$ cat config.mk
export PLATFORM = sky130hd
export DESIGN_NAME = gpio_port_top
export DESIGN_NICKNAME = d
export VERILOG_FILES = /design/src/logic/gpio_pkg.sv /design/src/logic/gpio_pin_sync.sv /design/src/logic/gpio_port_top.sv
export VERILOG_INCLUDE_DIRS = /design/src /design/src/logic
export SDC_FILE = /design/constraint.sdc
export NUM_CORES = 1
export LEC_CHECK = 0
export BUFFER_PORTS_ARGS = -buffer_cell sky130_fd_sc_hd__buf_2
export CAP_MARGIN = 20
export CORE_UTILIZATION = 60
export CTS_CLUSTER_DIAMETER = 60
export CTS_CLUSTER_SIZE = 10
export DETAILED_ROUTE_END_ITERATION = 10
export PLACE_DENSITY = 0.89
export SLEW_MARGIN = 40
export SYNTH_ARGS = -nofsm -noshare
export SYNTH_HDL_FRONTEND = slang
export SYNTH_SLANG_ARGS = --single-unit
$ cat constraint.sdc
create_clock -name clk -period 5.2 [get_ports clk]
set_input_delay 1.04 -clock clk [delete_from_list [all_inputs] [get_ports clk]]
set_output_delay 1.04 -clock clk [all_outputs]
set_load 0.02 [all_outputs]
$ cat src/logic/gpio_defs.svh
`ifndef GPIO_DEFS_SVH
`define GPIO_DEFS_SVH

`define NUM_PINS 23
// port register blocks: input, direction, output value in that order
`define ADDR_PIN_B 8'h23
`define ADDR_OUT_B 8'h25
`define ADDR_PIN_C 8'h26
`define ADDR_OUT_C 8'h28
`define ADDR_PIN_D 8'h29
`define ADDR_OUT_D 8'h2b
`define KIND_PIN 2'h0
`define KIND_DIR 2'h1
`define KIND_OUT 2'h2
`define PORT_NONE 2'h3
`define ADDR_MCU_CTRL 8'h55
`define ADDR_CHG_CTRL 8'h68
`define ADDR_MASK0 8'h6b
`define ADDR_MASK1 8'h6c
`define ADDR_MASK2 8'h6d
`define PUD_POS 4
`define CHG_CTRL_BITS 8'h07
`define IMPL_FULL 8'hff
`define IMPL_SEVEN 8'h7f
`define RST_BYTE 8'h00
`define G1_LO 8
`define G2_LO 15

`endif

$ cat src/logic/gpio_pkg.sv
package gpio_pkg;

	typedef enum logic [1:0] {
		OP_BYTE = 2'b00,
		OP_SET = 2'b01,
		OP_CLR = 2'b10
	} bit_op_e;

	typedef logic [7:0] byte_t;
	typedef logic [22:0] pins_t;

	typedef struct packed {
		logic wr;
		logic rd;
		bit_op_e op;
		byte_t addr;
		byte_t wdata;
	} bus_req_s;

	typedef struct packed {
		pins_t en;
		pins_t out;
		pins_t oe;
	} alt_ovr_s;

endpackage : gpio_pkg

$ cat src/logic/gpio_pin_sync.sv
`timescale 1ns/1ps
`include "gpio_defs.svh"

module gpio_pin_sync import gpio_pkg::*; (
	input wire logic clk, // system clock
	input wire logic srst, // sync reset, active high
	input wire pins_t pad_in, // raw pin levels
	input wire logic sleep_clamp, // forces inputs low
	output pins_t pin_val, // synchronised pin levels
	output pins_t changed // level differs from previous cycle
);
	pins_t meta;
	pins_t prev;
	logic primed;

	// clamp ahead of the first stage so floating pins cost nothing
	always_ff @(posedge clk) begin
		if (srst) begin
			meta <= '0;
			pin_val <= '0;
		end else begin
			meta <= pad_in & ~{`NUM_PINS{sleep_clamp}};
			pin_val <= meta;
		end
	end

	// no change is reported in the first cycle after reset
	always_ff @(posedge clk) begin
		if (srst) begin
			prev <= '0;
			primed <= 1'b0;
		end else begin
			prev <= pin_val;
			primed <= 1'b1;
		end
	end

	assign changed = primed ? (pin_val ^ prev) : '0;

endmodule : gpio_pin_sync

$ cat src/logic/gpio_port_top.sv
// Functional notes
// - group-2 mask bit plus group-2 enable lets its pin request.
// - group-1 mask has bits 6..0 only; bit 7 reads zero.
// - group-0 mask bit plus group-0 enable lets its pin request.
// - single-bit set and clear touch only the addressed bit.
// - each port has output, direction and read-only input registers.
// - writing one to an input bit inverts the output bit.
// - global pull-up disable turns off every pull-up.
// - alternate function on a pin leaves other pins unchanged.
// - each pin uses same bit position in its three registers.
// - direction one is output, zero is input.
// - input with output bit one has pull-up; otherwise off.
// - reset tri-states every pin at once.
// - output pin drives its output-value bit.
// - strobes shared per port; clock, clamp, disable shared by all.
// - enabled group raises request on any masked pin change.
// - pin input passes a two-stage synchroniser before reading.
`timescale 1ns/1ps
`include "gpio_defs.svh"

module gpio_port_top import gpio_pkg::*; (
	input wire logic clk, // 100 MHz system clock
	input wire logic srst, // sync reset, active high
	input wire bus_req_s bus, // register access request
	output byte_t rdata, // read data, cycle after read strobe
	input wire pins_t pad_in, // pin levels from the pads
	input wire logic sleep_clamp, // sleep controller input clamp
	input wire alt_ovr_s alt, // alternate function overrides
	output pins_t pad_out, // pin drive level
	output pins_t pad_oe, // pin drive enable
	output pins_t pad_pullup, // pull-up enable
	output logic [2:0] pc_req // per-group pin change request pulse
);
	logic [2:0][7:0] dir_all;
	logic [2:0][7:0] out_all;
	byte_t mask0;
	byte_t mask1;
	byte_t mask2;
	logic [2:0] chg_en;
	logic global_pullup_disable;
	pins_t pin_val;
	pins_t changed;
	pins_t dir_pins;
	pins_t out_pins;
	pins_t oe_q;
	pins_t drv_q;
	pins_t pu_q;
	logic [1:0] wr_port;
	logic [1:0] wr_kind;
	byte_t next_rdata;
	byte_t mcu_wr;

	function automatic logic [1:0] port_of(input byte_t a);
		if (a >= `ADDR_PIN_B && a <= `ADDR_OUT_B) begin
			return 2'h0;
		end else if (a >= `ADDR_PIN_C && a <= `ADDR_OUT_C) begin
			return 2'h1;
		end else if (a >= `ADDR_PIN_D && a <= `ADDR_OUT_D) begin
			return 2'h2;
		end else begin
			return `PORT_NONE;
		end
	endfunction : port_of

	function automatic logic [1:0] kind_of(input byte_t a);
		byte_t rel;
		rel = `RST_BYTE;
		if (a >= `ADDR_PIN_D) begin
			rel = a - `ADDR_PIN_D;
		end else if (a >= `ADDR_PIN_C) begin
			rel = a - `ADDR_PIN_C;
		end else begin
			rel = a - `ADDR_PIN_B;
		end
		return rel[1:0];
	endfunction : kind_of

	function automatic byte_t onehot(input byte_t wd);
		return byte_t'(8'h01 << wd[2:0]);
	endfunction : onehot

	function automatic byte_t apply_op(input byte_t old, input bit_op_e op,
			input byte_t wd);
		if (op == OP_SET) begin
			return old | onehot(wd);
		end else if (op == OP_CLR) begin
			return old & ~onehot(wd);
		end else begin
			return wd;
		end
	endfunction : apply_op

	assign wr_port = port_of(bus.addr);
	assign wr_kind = kind_of(bus.addr);

	// one shared strobe decode per port, per-bit storage below
	for (genvar p = 0; p < 3; p++) begin : g_port
		localparam byte_t IMPL = (p == 1) ? `IMPL_SEVEN : `IMPL_FULL;
		byte_t dir_r;
		byte_t out_r;
		logic hit;
		byte_t toggle;

		assign hit = bus.wr && (wr_port == 2'(p));
		// clearing a bit of the input register writes a zero: no effect
		assign toggle = (bus.op == OP_BYTE) ? bus.wdata :
			(bus.op == OP_SET) ? onehot(bus.wdata) : `RST_BYTE;

		always_ff @(posedge clk) begin
			if (srst) begin
				dir_r <= `RST_BYTE;
			end else if (hit && wr_kind == `KIND_DIR) begin
				dir_r <= apply_op(dir_r, bus.op, bus.wdata) & IMPL;
			end
		end

		always_ff @(posedge clk) begin
			if (srst) begin
				out_r <= `RST_BYTE;
			end else if (hit && wr_kind == `KIND_OUT) begin
				out_r <= apply_op(out_r, bus.op, bus.wdata) & IMPL;
			end else if (hit && wr_kind == `KIND_PIN) begin
				out_r <= (out_r ^ toggle) & IMPL;
			end
		end

		assign dir_all[p] = dir_r;
		assign out_all[p] = out_r;
	end

	// same bit index in each register controls one pin
	assign dir_pins = {dir_all[2], dir_all[1][6:0], dir_all[0]};
	assign out_pins = {out_all[2], out_all[1][6:0], out_all[0]};

	always_ff @(posedge clk) begin
		if (srst) begin
			mask0 <= `RST_BYTE;
			mask1 <= `RST_BYTE;
			mask2 <= `RST_BYTE;
		end else if (bus.wr && bus.addr == `ADDR_MASK0) begin
			mask0 <= apply_op(mask0, bus.op, bus.wdata);
		end else if (bus.wr && bus.addr == `ADDR_MASK1) begin
			mask1 <= apply_op(mask1, bus.op, bus.wdata) & `IMPL_SEVEN;
		end else if (bus.wr && bus.addr == `ADDR_MASK2) begin
			mask2 <= apply_op(mask2, bus.op, bus.wdata);
		end
	end

	// mcu control holds only the disable; other bits are not stored
	assign mcu_wr = apply_op(byte_t'(global_pullup_disable) << `PUD_POS, bus.op, bus.wdata);

	always_ff @(posedge clk) begin
		if (srst) begin
			chg_en <= 3'h0;
			global_pullup_disable <= 1'b0;
		end else if (bus.wr && bus.addr == `ADDR_CHG_CTRL) begin
			chg_en <= 3'(apply_op(byte_t'(chg_en), bus.op, bus.wdata));
		end else if (bus.wr && bus.addr == `ADDR_MCU_CTRL) begin
			global_pullup_disable <= mcu_wr[`PUD_POS];
		end
	end

	// per-pin muxing only, so an override never reaches a neighbour
	always_ff @(posedge clk) begin
		if (srst) begin
			oe_q <= '0;
			drv_q <= '0;
			pu_q <= '0;
		end else begin
			oe_q <= (alt.en & alt.oe) | (~alt.en & dir_pins);
			drv_q <= (alt.en & alt.out) | (~alt.en & out_pins);
			pu_q <= ~alt.en & ~dir_pins & out_pins
				& ~{`NUM_PINS{global_pullup_disable}};
		end
	end

	// reset gates the pads directly so pins float without a clock edge
	assign pad_oe = oe_q & ~{`NUM_PINS{srst}};
	assign pad_pullup = pu_q & ~{`NUM_PINS{srst}};
	assign pad_out = drv_q;

	gpio_pin_sync u_sync (
		.clk(clk),
		.srst(srst),
		.pad_in(pad_in),
		.sleep_clamp(sleep_clamp),
		.pin_val(pin_val),
		.changed(changed)
	);

	always_ff @(posedge clk) begin
		if (srst) begin
			pc_req <= 3'h0;
		end else begin
			pc_req[0] <= chg_en[0] && |(changed[7:0] & mask0);
			pc_req[1] <= chg_en[1]
				&& |(changed[`G1_LO +: 7] & mask1[6:0]);
			pc_req[2] <= chg_en[2]
				&& |(changed[`G2_LO +: 8] & mask2);
		end
	end

	always_comb begin
		next_rdata = `RST_BYTE;
		if (wr_port == 2'h0 && wr_kind == `KIND_PIN) begin
			next_rdata = pin_val[7:0];
		end else if (wr_port == 2'h1 && wr_kind == `KIND_PIN) begin
			next_rdata = {1'b0, pin_val[`G1_LO +: 7]};
		end else if (wr_port == 2'h2 && wr_kind == `KIND_PIN) begin
			next_rdata = pin_val[`G2_LO +: 8];
		end else if (wr_port != `PORT_NONE && wr_kind == `KIND_DIR) begin
			next_rdata = dir_all[wr_port];
		end else if (wr_port != `PORT_NONE && wr_kind == `KIND_OUT) begin
			next_rdata = out_all[wr_port];
		end else if (bus.addr == `ADDR_MASK0) begin
			next_rdata = mask0;
		end else if (bus.addr == `ADDR_MASK1) begin
			next_rdata = mask1;
		end else if (bus.addr == `ADDR_MASK2) begin
			next_rdata = mask2;
		end else if (bus.addr == `ADDR_CHG_CTRL) begin
			next_rdata = byte_t'(chg_en) & `CHG_CTRL_BITS;
		end else if (bus.addr == `ADDR_MCU_CTRL) begin
			next_rdata = byte_t'(global_pullup_disable) << `PUD_POS;
		end
	end

	always_ff @(posedge clk) begin
		if (srst) begin
			rdata <= `RST_BYTE;
		end else begin
			rdata <= bus.rd ? next_rdata : `RST_BYTE;
		end
	end
endmodule : gpio_port_top

==> results.toml, run 1 <==
[synth]
synth_top_family_by_area = "simple AND/OR/NAND/NOR gates"
synth_simple_gate_area_share_pct = 25.2
share_of_cell_area_taken_by_muxes_after_synthesis_pct = 3.49
synth_enable_flop_cells = 0
synth-async-reset-ratio_pct = 0
synth_nets = 1302
count_of_warnings_emitted_by_yosys = 0
seq_area_frac_synth_pct = 44.3
synth_top_flop_cell = "sky130_fd_sc_hd__dfxtp_1"
synth.avg_cell_area_um2 = 8.53
yosys.area_share.xor_xnor_pct = 2.25
synth_adder_area_share_pct = 0.496
yosys_register_bits = 223
post_synth_instance_area_mm2 = 0.0101
ys_types = 72
synth-compound-area-share_pct = 21.1
syn-instance-count = 1183

[floorplanning]
io-pin-count = 195
die_h_um = 132
die-area_mm2 = 0.0173
initial_cell_density_of_the_core_pct = 61.0
core_mm2 = 0.0165
fp.dieW_um = 132
std_cell_rows = 47

[worst_setup_path]
cpLargestDelayFamily = "compound AO/OA/AOI/OAI gates"
cp.buffers_inverters = 2
startpoint_type = "primary input"
count_of_cell_instances_traversed_by_the_critical_path = 9
path_cells = "buf_2 -> inv_1 -> ha_1 -> a32oi_1 -> a211oi_4 -> and3_1 -> nand2_1 -> or3_1 -> a31oi_1"
critical_path_max_stage_delay_ns = 0.80
worst-path-max-fanout = 18
critical_path_required_ns = 5.66
crit_path_top_delay_cell = "sky130_fd_sc_hd__a211oi_4"
ff2ff_path_depth = 4
worst_setup_path_end_kind = "flip-flop"
setup.worst_path.class = "primary input to flip-flop"
worst-endpoint-arrival_ns = 3.86

[finish]
post_route_cells_drive_above_1_share_pct = 20.4
area.sequential_mm2 = 0.00446
number_of_inserted_diodes = 0
postLayoutCoreUtil_pct = 71.6
most-common-layout-cells = "223 x sky130_fd_sc_hd__dfxtp_1, 193 x sky130_fd_sc_hd__buf_2, 138 x sky130_fd_sc_hd__nand2_1"
multiInputGateArea_mm2 = 0.00533
final_area_mm2 = 0.0118
mostFrequentLayoutCell = "sky130_fd_sc_hd__dfxtp_1"
design.final.nets = 1460
area_growth_pct = 17.3
fillCellCount = 1259

[timing]
grt_setup_unrepaired = "false"
fin_tns_setup_ns = 0
setup_violations = 0
timing.final.max_slew_violations = 0
max_slew.worst_pin.slew_ns = 0.852
period_share_pct = 65.5
max-slew-margin-rel_pct = 43.0
fin_ws_ns = 1.79
timing.fmax_mhz = 294
post-route-min-period_ns = 3.41
finalClockSkew_ns = 0.0102
hold_viol_final = 0

[global_route]
grt-ovfl-total = 0
initial_antenna_violation_count = 0
vias_in_the_first_global_route = 9061
grt_util_all_layers_pct = 37.1
pin_count_of_the_biggest_net_entering_global_routing = 132
grt_first_pass_wirelength_um = 50100

[routing]
viasPerCell = 6.36
detail_route.iter0.violations = 1186
drt_pre_antenna_iters = 7
met2WireLength_um = 15200
postRouteWirelength_um = 32600
drt.antenna.violating_nets = 0
via_count = 9926
met3_wirelength_um = 3360
met1Wirelength_um = 12100
drc = 0
drt-wirelength-per-cell_um = 20.9
topRoutingLayerUsed = "met4"

[place]
globalplace.congestion = 0.967
pre_cts_ws_ns = 1.35
detailedPlacementHpwl_um = 23100
io_buffers = 194
place_area_mm2 = 0.0111

[clock_network]
post-cts-setup-buffer-count = 0
clock_latency_ns = 0.53
cts_max_level = 1
cts_repair_resize_count = 0
numCtsBuffers = 26
clk_pin_slew_worst_paths_ns = 0.06
cts_tree = "built"
cts.hold.buffers_added = 0
clock_sinks = 223
clk_root_buffer_cell = "sky130_fd_sc_hd__clkbuf_16"
clk_path_buf_depth = 3

[power_and_ir_drop]
pwr_density_cell_mw_per_mm2 = 307
worst_ir_drop_vdd_v = 0.000294
total_leakage_power_nw = 4.81

[flow_run]
cap_violations = 0

[hold_path]
hold_class = "flip-flop to flip-flop"
hold-path-cell-count = 1

[status]
status = "finished clean"
## per-stage QoR
stage	hold slack, ns	total power (W)	instances
finish	0.436	0.00364	1561
global route	0.456	0.00374	1561
CTS	0.437	0.00363	1561
detailed placement	0.423	0.00212	1533
global placement	0.416	0.00211	1533
floorplan	0.414	0.00199	1183
## Yosys cell counts, types with 14 or more instances
library cell,count,area (um2)
sky130_fd_sc_hd__a22oi_1,15,113
sky130_fd_sc_hd__nor2b_1,101,632
sky130_fd_sc_hd__nor2_1,65,244
sky130_fd_sc_hd__nand3_1,14,70.1
sky130_fd_sc_hd__a31oi_1,22,138
sky130_fd_sc_hd__or3_1,14,87.6
sky130_fd_sc_hd__and2_1,35,219
sky130_fd_sc_hd__mux2i_1,34,340
sky130_fd_sc_hd__xor2_1,23,201
sky130_fd_sc_hd__nor3_1,36,180
sky130_fd_sc_hd__clkbuf_1,55,206
sky130_fd_sc_hd__o21ai_0,81,405
sky130_fd_sc_hd__a22o_1,23,201
sky130_fd_sc_hd__dfxtp_1,223,4460
sky130_fd_sc_hd__a21oi_1,96,480
sky130_fd_sc_hd__a211oi_1,14,105
sky130_fd_sc_hd__nand2_1,138,518
sky130_fd_sc_hd__nand2b_1,34,213
sky130_fd_sc_hd__buf_2,14,70.1
## logic make-up (layout without fill, tap and decap cells)
family | count (synthesis) | after routing
xor gates and xnor gates | 25 | 25
DFF | 223 | 223
adders and majority gates | 4 | 4
muxes | 35 | 35
and+or+nand+nor | 485 | 485
AOI/OAI and AO/OA | 329 | 329
buffers and inverters | 82 | 240
## where the power goes
group | internal [W] | switching, W
clock network | 0.000881 | 0.000654
logic | 0.000116 | 0.000234
registers | 0.00174 | 0.0000129
## flip-flops by register name, indices dropped and copies added, names as in the netlist
signal / count
rdata: 8
g_port.out_r: 23
oe_q: 23
chg_en: 3
pu_q: 23
mask1: 7
pad_out: 23
u_sync.pin_val: 23
u_sync.primed: 1
global_pullup_disable: 1
pc_req: 3
mask0: 8
u_sync.meta: 23
u_sync.prev: 23
mask2: 8
g_port.dir_r: 23
## area by class of cell
class                           instances  share of cell area (%)
Inverter                                8                   0.254
Timing Repair Buffer                  204                    8.91
Tap cell                              220                    2.33
Multi-Input combinational cell        878                    45.1
Sequential cell                       223                    37.7
Clock buffer                           26                    5.50
Clock inverter                          2                   0.211
## final timing paths
check	startpoint	to	slack, ns
setup / recovery	bus[8]	g_port[1].out_r[2]	1.79
hold / removal	u_sync.meta[2]	u_sync.pin_val[2]	0.44
setup reg to reg	mask1[3]	rdata[3]	3.67
hold reg to reg	u_sync.meta[2]	u_sync.pin_val[2]	0.44
## per-layer routing
layer	vias to the layer above	global-route usage (%)
met5	-	0
met4	0	22.9
li1	4504	-
met2	696	60.5
met3	145	6.29
met1	4581	45.6
Power figures use the tool's default switching activity.
==> run 2: changes to the inputs <==
CORE_UTILIZATION = 50   (was 60)
PLACE_DENSITY = 0.79   (was 0.89)
clock period = 2.95 ns   (was 5.2 ns; I/O delays follow)
==> run 2 against run 1 <==
Critical path depth increased by 2. Combinational power increased by 96%. Hold slack worse by 0.16 ns. Design area rose by 4.7%. Die area grew 20%. Largest power group unchanged. Sequential power is 77% higher. Utilization fell by 8.4 points. Power grew 80%. Highest routed layer unchanged. Clock skew rose by 0.0026 ns. Critical endpoint is now rdata[5].
==> results.toml, run 2 (same netlist as run 1, synthesis figures left out) <==
[place]
pre_cts_ws_ns = -0.0530
globalplace.congestion = 0.982
detailedPlacementHpwl_um = 24600
io_buffers = 194

[global_route]
grt-ovfl-total = 0
pin_count_of_the_biggest_net_entering_global_routing = 104
grt_first_pass_wirelength_um = 50100
vias_in_the_first_global_route = 8972
grt_util_all_layers_pct = 32.1
initial_antenna_violation_count = 0

[routing]
postRouteWirelength_um = 33500
drt.antenna.violating_nets = 0
drc = 0
drt-wirelength-per-cell_um = 20.1
via_count = 9880
viasPerCell = 5.92
detail_route.iter0.violations = 965
drt_pre_antenna_iters = 6

[timing]
grt_setup_unrepaired = "false"
max-slew-margin-rel_pct = 43.8
max_slew.worst_pin.slew_ns = 0.843
post-route-min-period_ns = 2.55
period_share_pct = 86.4
fin_tns_setup_ns = 0
timing.fmax_mhz = 392
hold_viol_final = 0
setup_violations = 0
timing.final.max_slew_violations = 0
fin_ws_ns = 0.400
finalClockSkew_ns = 0.0129

[worst_setup_path]
path_cells = "buf_2 -> inv_1 -> ha_1 -> nand2b_1 -> o311a_2 -> o21a_1 -> buf_4 -> o221ai_1 -> nand3_2 -> o21bai_1 -> a32o_1"
critical_path_required_ns = 3.35
startpoint_type = "primary input"
critical_path_max_stage_delay_ns = 0.37
setup.worst_path.class = "primary input to flip-flop"
worst-path-max-fanout = 8
crit_path_top_delay_cell = "sky130_fd_sc_hd__o221ai_1"
critical_path.startpoint = "bus[9]"
worst-endpoint-arrival_ns = 2.95
worst_setup_path_end_kind = "flip-flop"
ff2ff_path_depth = 6
worst_r2r_startpoint = "g_port[0].out_r[5]"

[hold_path]
hold_class = "primary input to flip-flop"
hold-path-cell-count = 2
hold_start = "pad_in[6]"

[finish]
area.sequential_mm2 = 0.00446
mostFrequentLayoutCell = "sky130_fd_sc_hd__dfxtp_1"
multiInputGateArea_mm2 = 0.00530
design.final.nets = 1522
post_route_cells_drive_above_1_share_pct = 23.4
number_of_inserted_diodes = 0
most-common-layout-cells = "223 x sky130_fd_sc_hd__dfxtp_1, 193 x sky130_fd_sc_hd__buf_2, 138 x sky130_fd_sc_hd__nand2_1"
area_growth_pct = 22.8
fillCellCount = 1706

[floorplanning]
die-area_mm2 = 0.0207
io-pin-count = 195
initial_cell_density_of_the_core_pct = 51.5
std_cell_rows = 51
fp.dieW_um = 144
die_h_um = 144
core_mm2 = 0.0196

[clock_network]
cts_repair_resize_count = 0
clk_root_buffer_cell = "sky130_fd_sc_hd__clkbuf_16"
cts_max_level = 1
cts_tree = "built"
clk_path_buf_depth = 3
post-cts-setup-buffer-count = 0
numCtsBuffers = 26
clk_pin_slew_worst_paths_ns = 0.05
clock_sinks = 223
cts.hold.buffers_added = 0
clock_latency_ns = 0.52

[flow_run]
cap_violations = 0

[power_and_ir_drop]
worst_ir_drop_vdd_v = 0.000442
pwr_density_cell_mw_per_mm2 = 530
total_leakage_power_nw = 5.13

[status]
status = "finished clean"
-- run 2: changes by cell type in the layout (fill, tap and decap cells not counted), moves of 2 or more --
cell                      before  now
sky130_fd_sc_hd__o21ai_1       4    9
sky130_fd_sc_hd__buf_4        10   69
sky130_fd_sc_hd__buf_12        0    3
sky130_fd_sc_hd__o21ai_0      79   81
sky130_fd_sc_hd__o21ai_2       7    0
-- run 2: worst paths after layout --
check | slack (ns) | to
worst max-delay path | 0.40 | rdata[5]
worst min-delay path | 0.27 | u_sync.meta[6]
worst max register to register | 1.40 | rdata[5]
worst min register to register | 0.43 | u_sync.pin_val[4]
-- run 2: layer usage --
| layer | wire length (um) | track usage [%] | up-vias |
|---|---|---|---|
| li1 | - | - | 4629 |
| met1 | 13100 | 38.8 | 4498 |
| met2 | 15100 | 52.9 | 607 |
| met3 | 3140 | 5.86 | 146 |
| met4 | 2160 | 19.8 | 0 |
| met5 | 0 | 0 | - |
-- run 2: power by group --
| part | switching, W | internal [W] | leakage (nW) |
|---|---|---|---|
| Clock | 0.00114 | 0.00165 | 0.351 |
| Sequential | 0.0000225 | 0.00307 | 1.81 |
| Combinational | 0.000427 | 0.000259 | 2.97 |
| Total | 0.00159 | 0.00498 | 5.13 |
-- run 2: worst max-delay path, delay by kind of cell --
| family | cells | cell delay [ns] |
|---|---|---|
| AO/OA/AOI/OAI | 5 | 1.42 |
| AND/OR/NAND/NOR | 2 | 0.39 |
| buffers and inverters | 3 | 0.32 |
| adder cells (fa/ha/maj) | 1 | 0.23 |
-- run 2: final cells by class --
type / instances / area share [%]
clock buffers: 29 / 5.68
clock inverters: 1 / 0.0404
inverters: 8 / 0.242
multi-input cells: 878 / 42.8
flip-flops and latches: 223 / 36.0
well taps: 265 / 2.68
repair buffers: 266 / 12.6
-- run 2: per-stage QoR --
stage / power, W / area, um2 / util (%) / hold slack (ns) / instances
floorplan: 0.00350 / 10100 / - / 0.414 / 1183
global placement: 0.00381 / 11700 / 59.6 / 0.419 / 1640
detailed placement: 0.00382 / 11700 / 59.6 / 0.422 / 1640
CTS: 0.00657 / 12400 / 63.2 / 0.264 / 1670
global route: 0.00676 / 12400 / 63.2 / 0.272 / 1670
finish: 0.00656 / 12400 / 63.2 / 0.275 / 1670
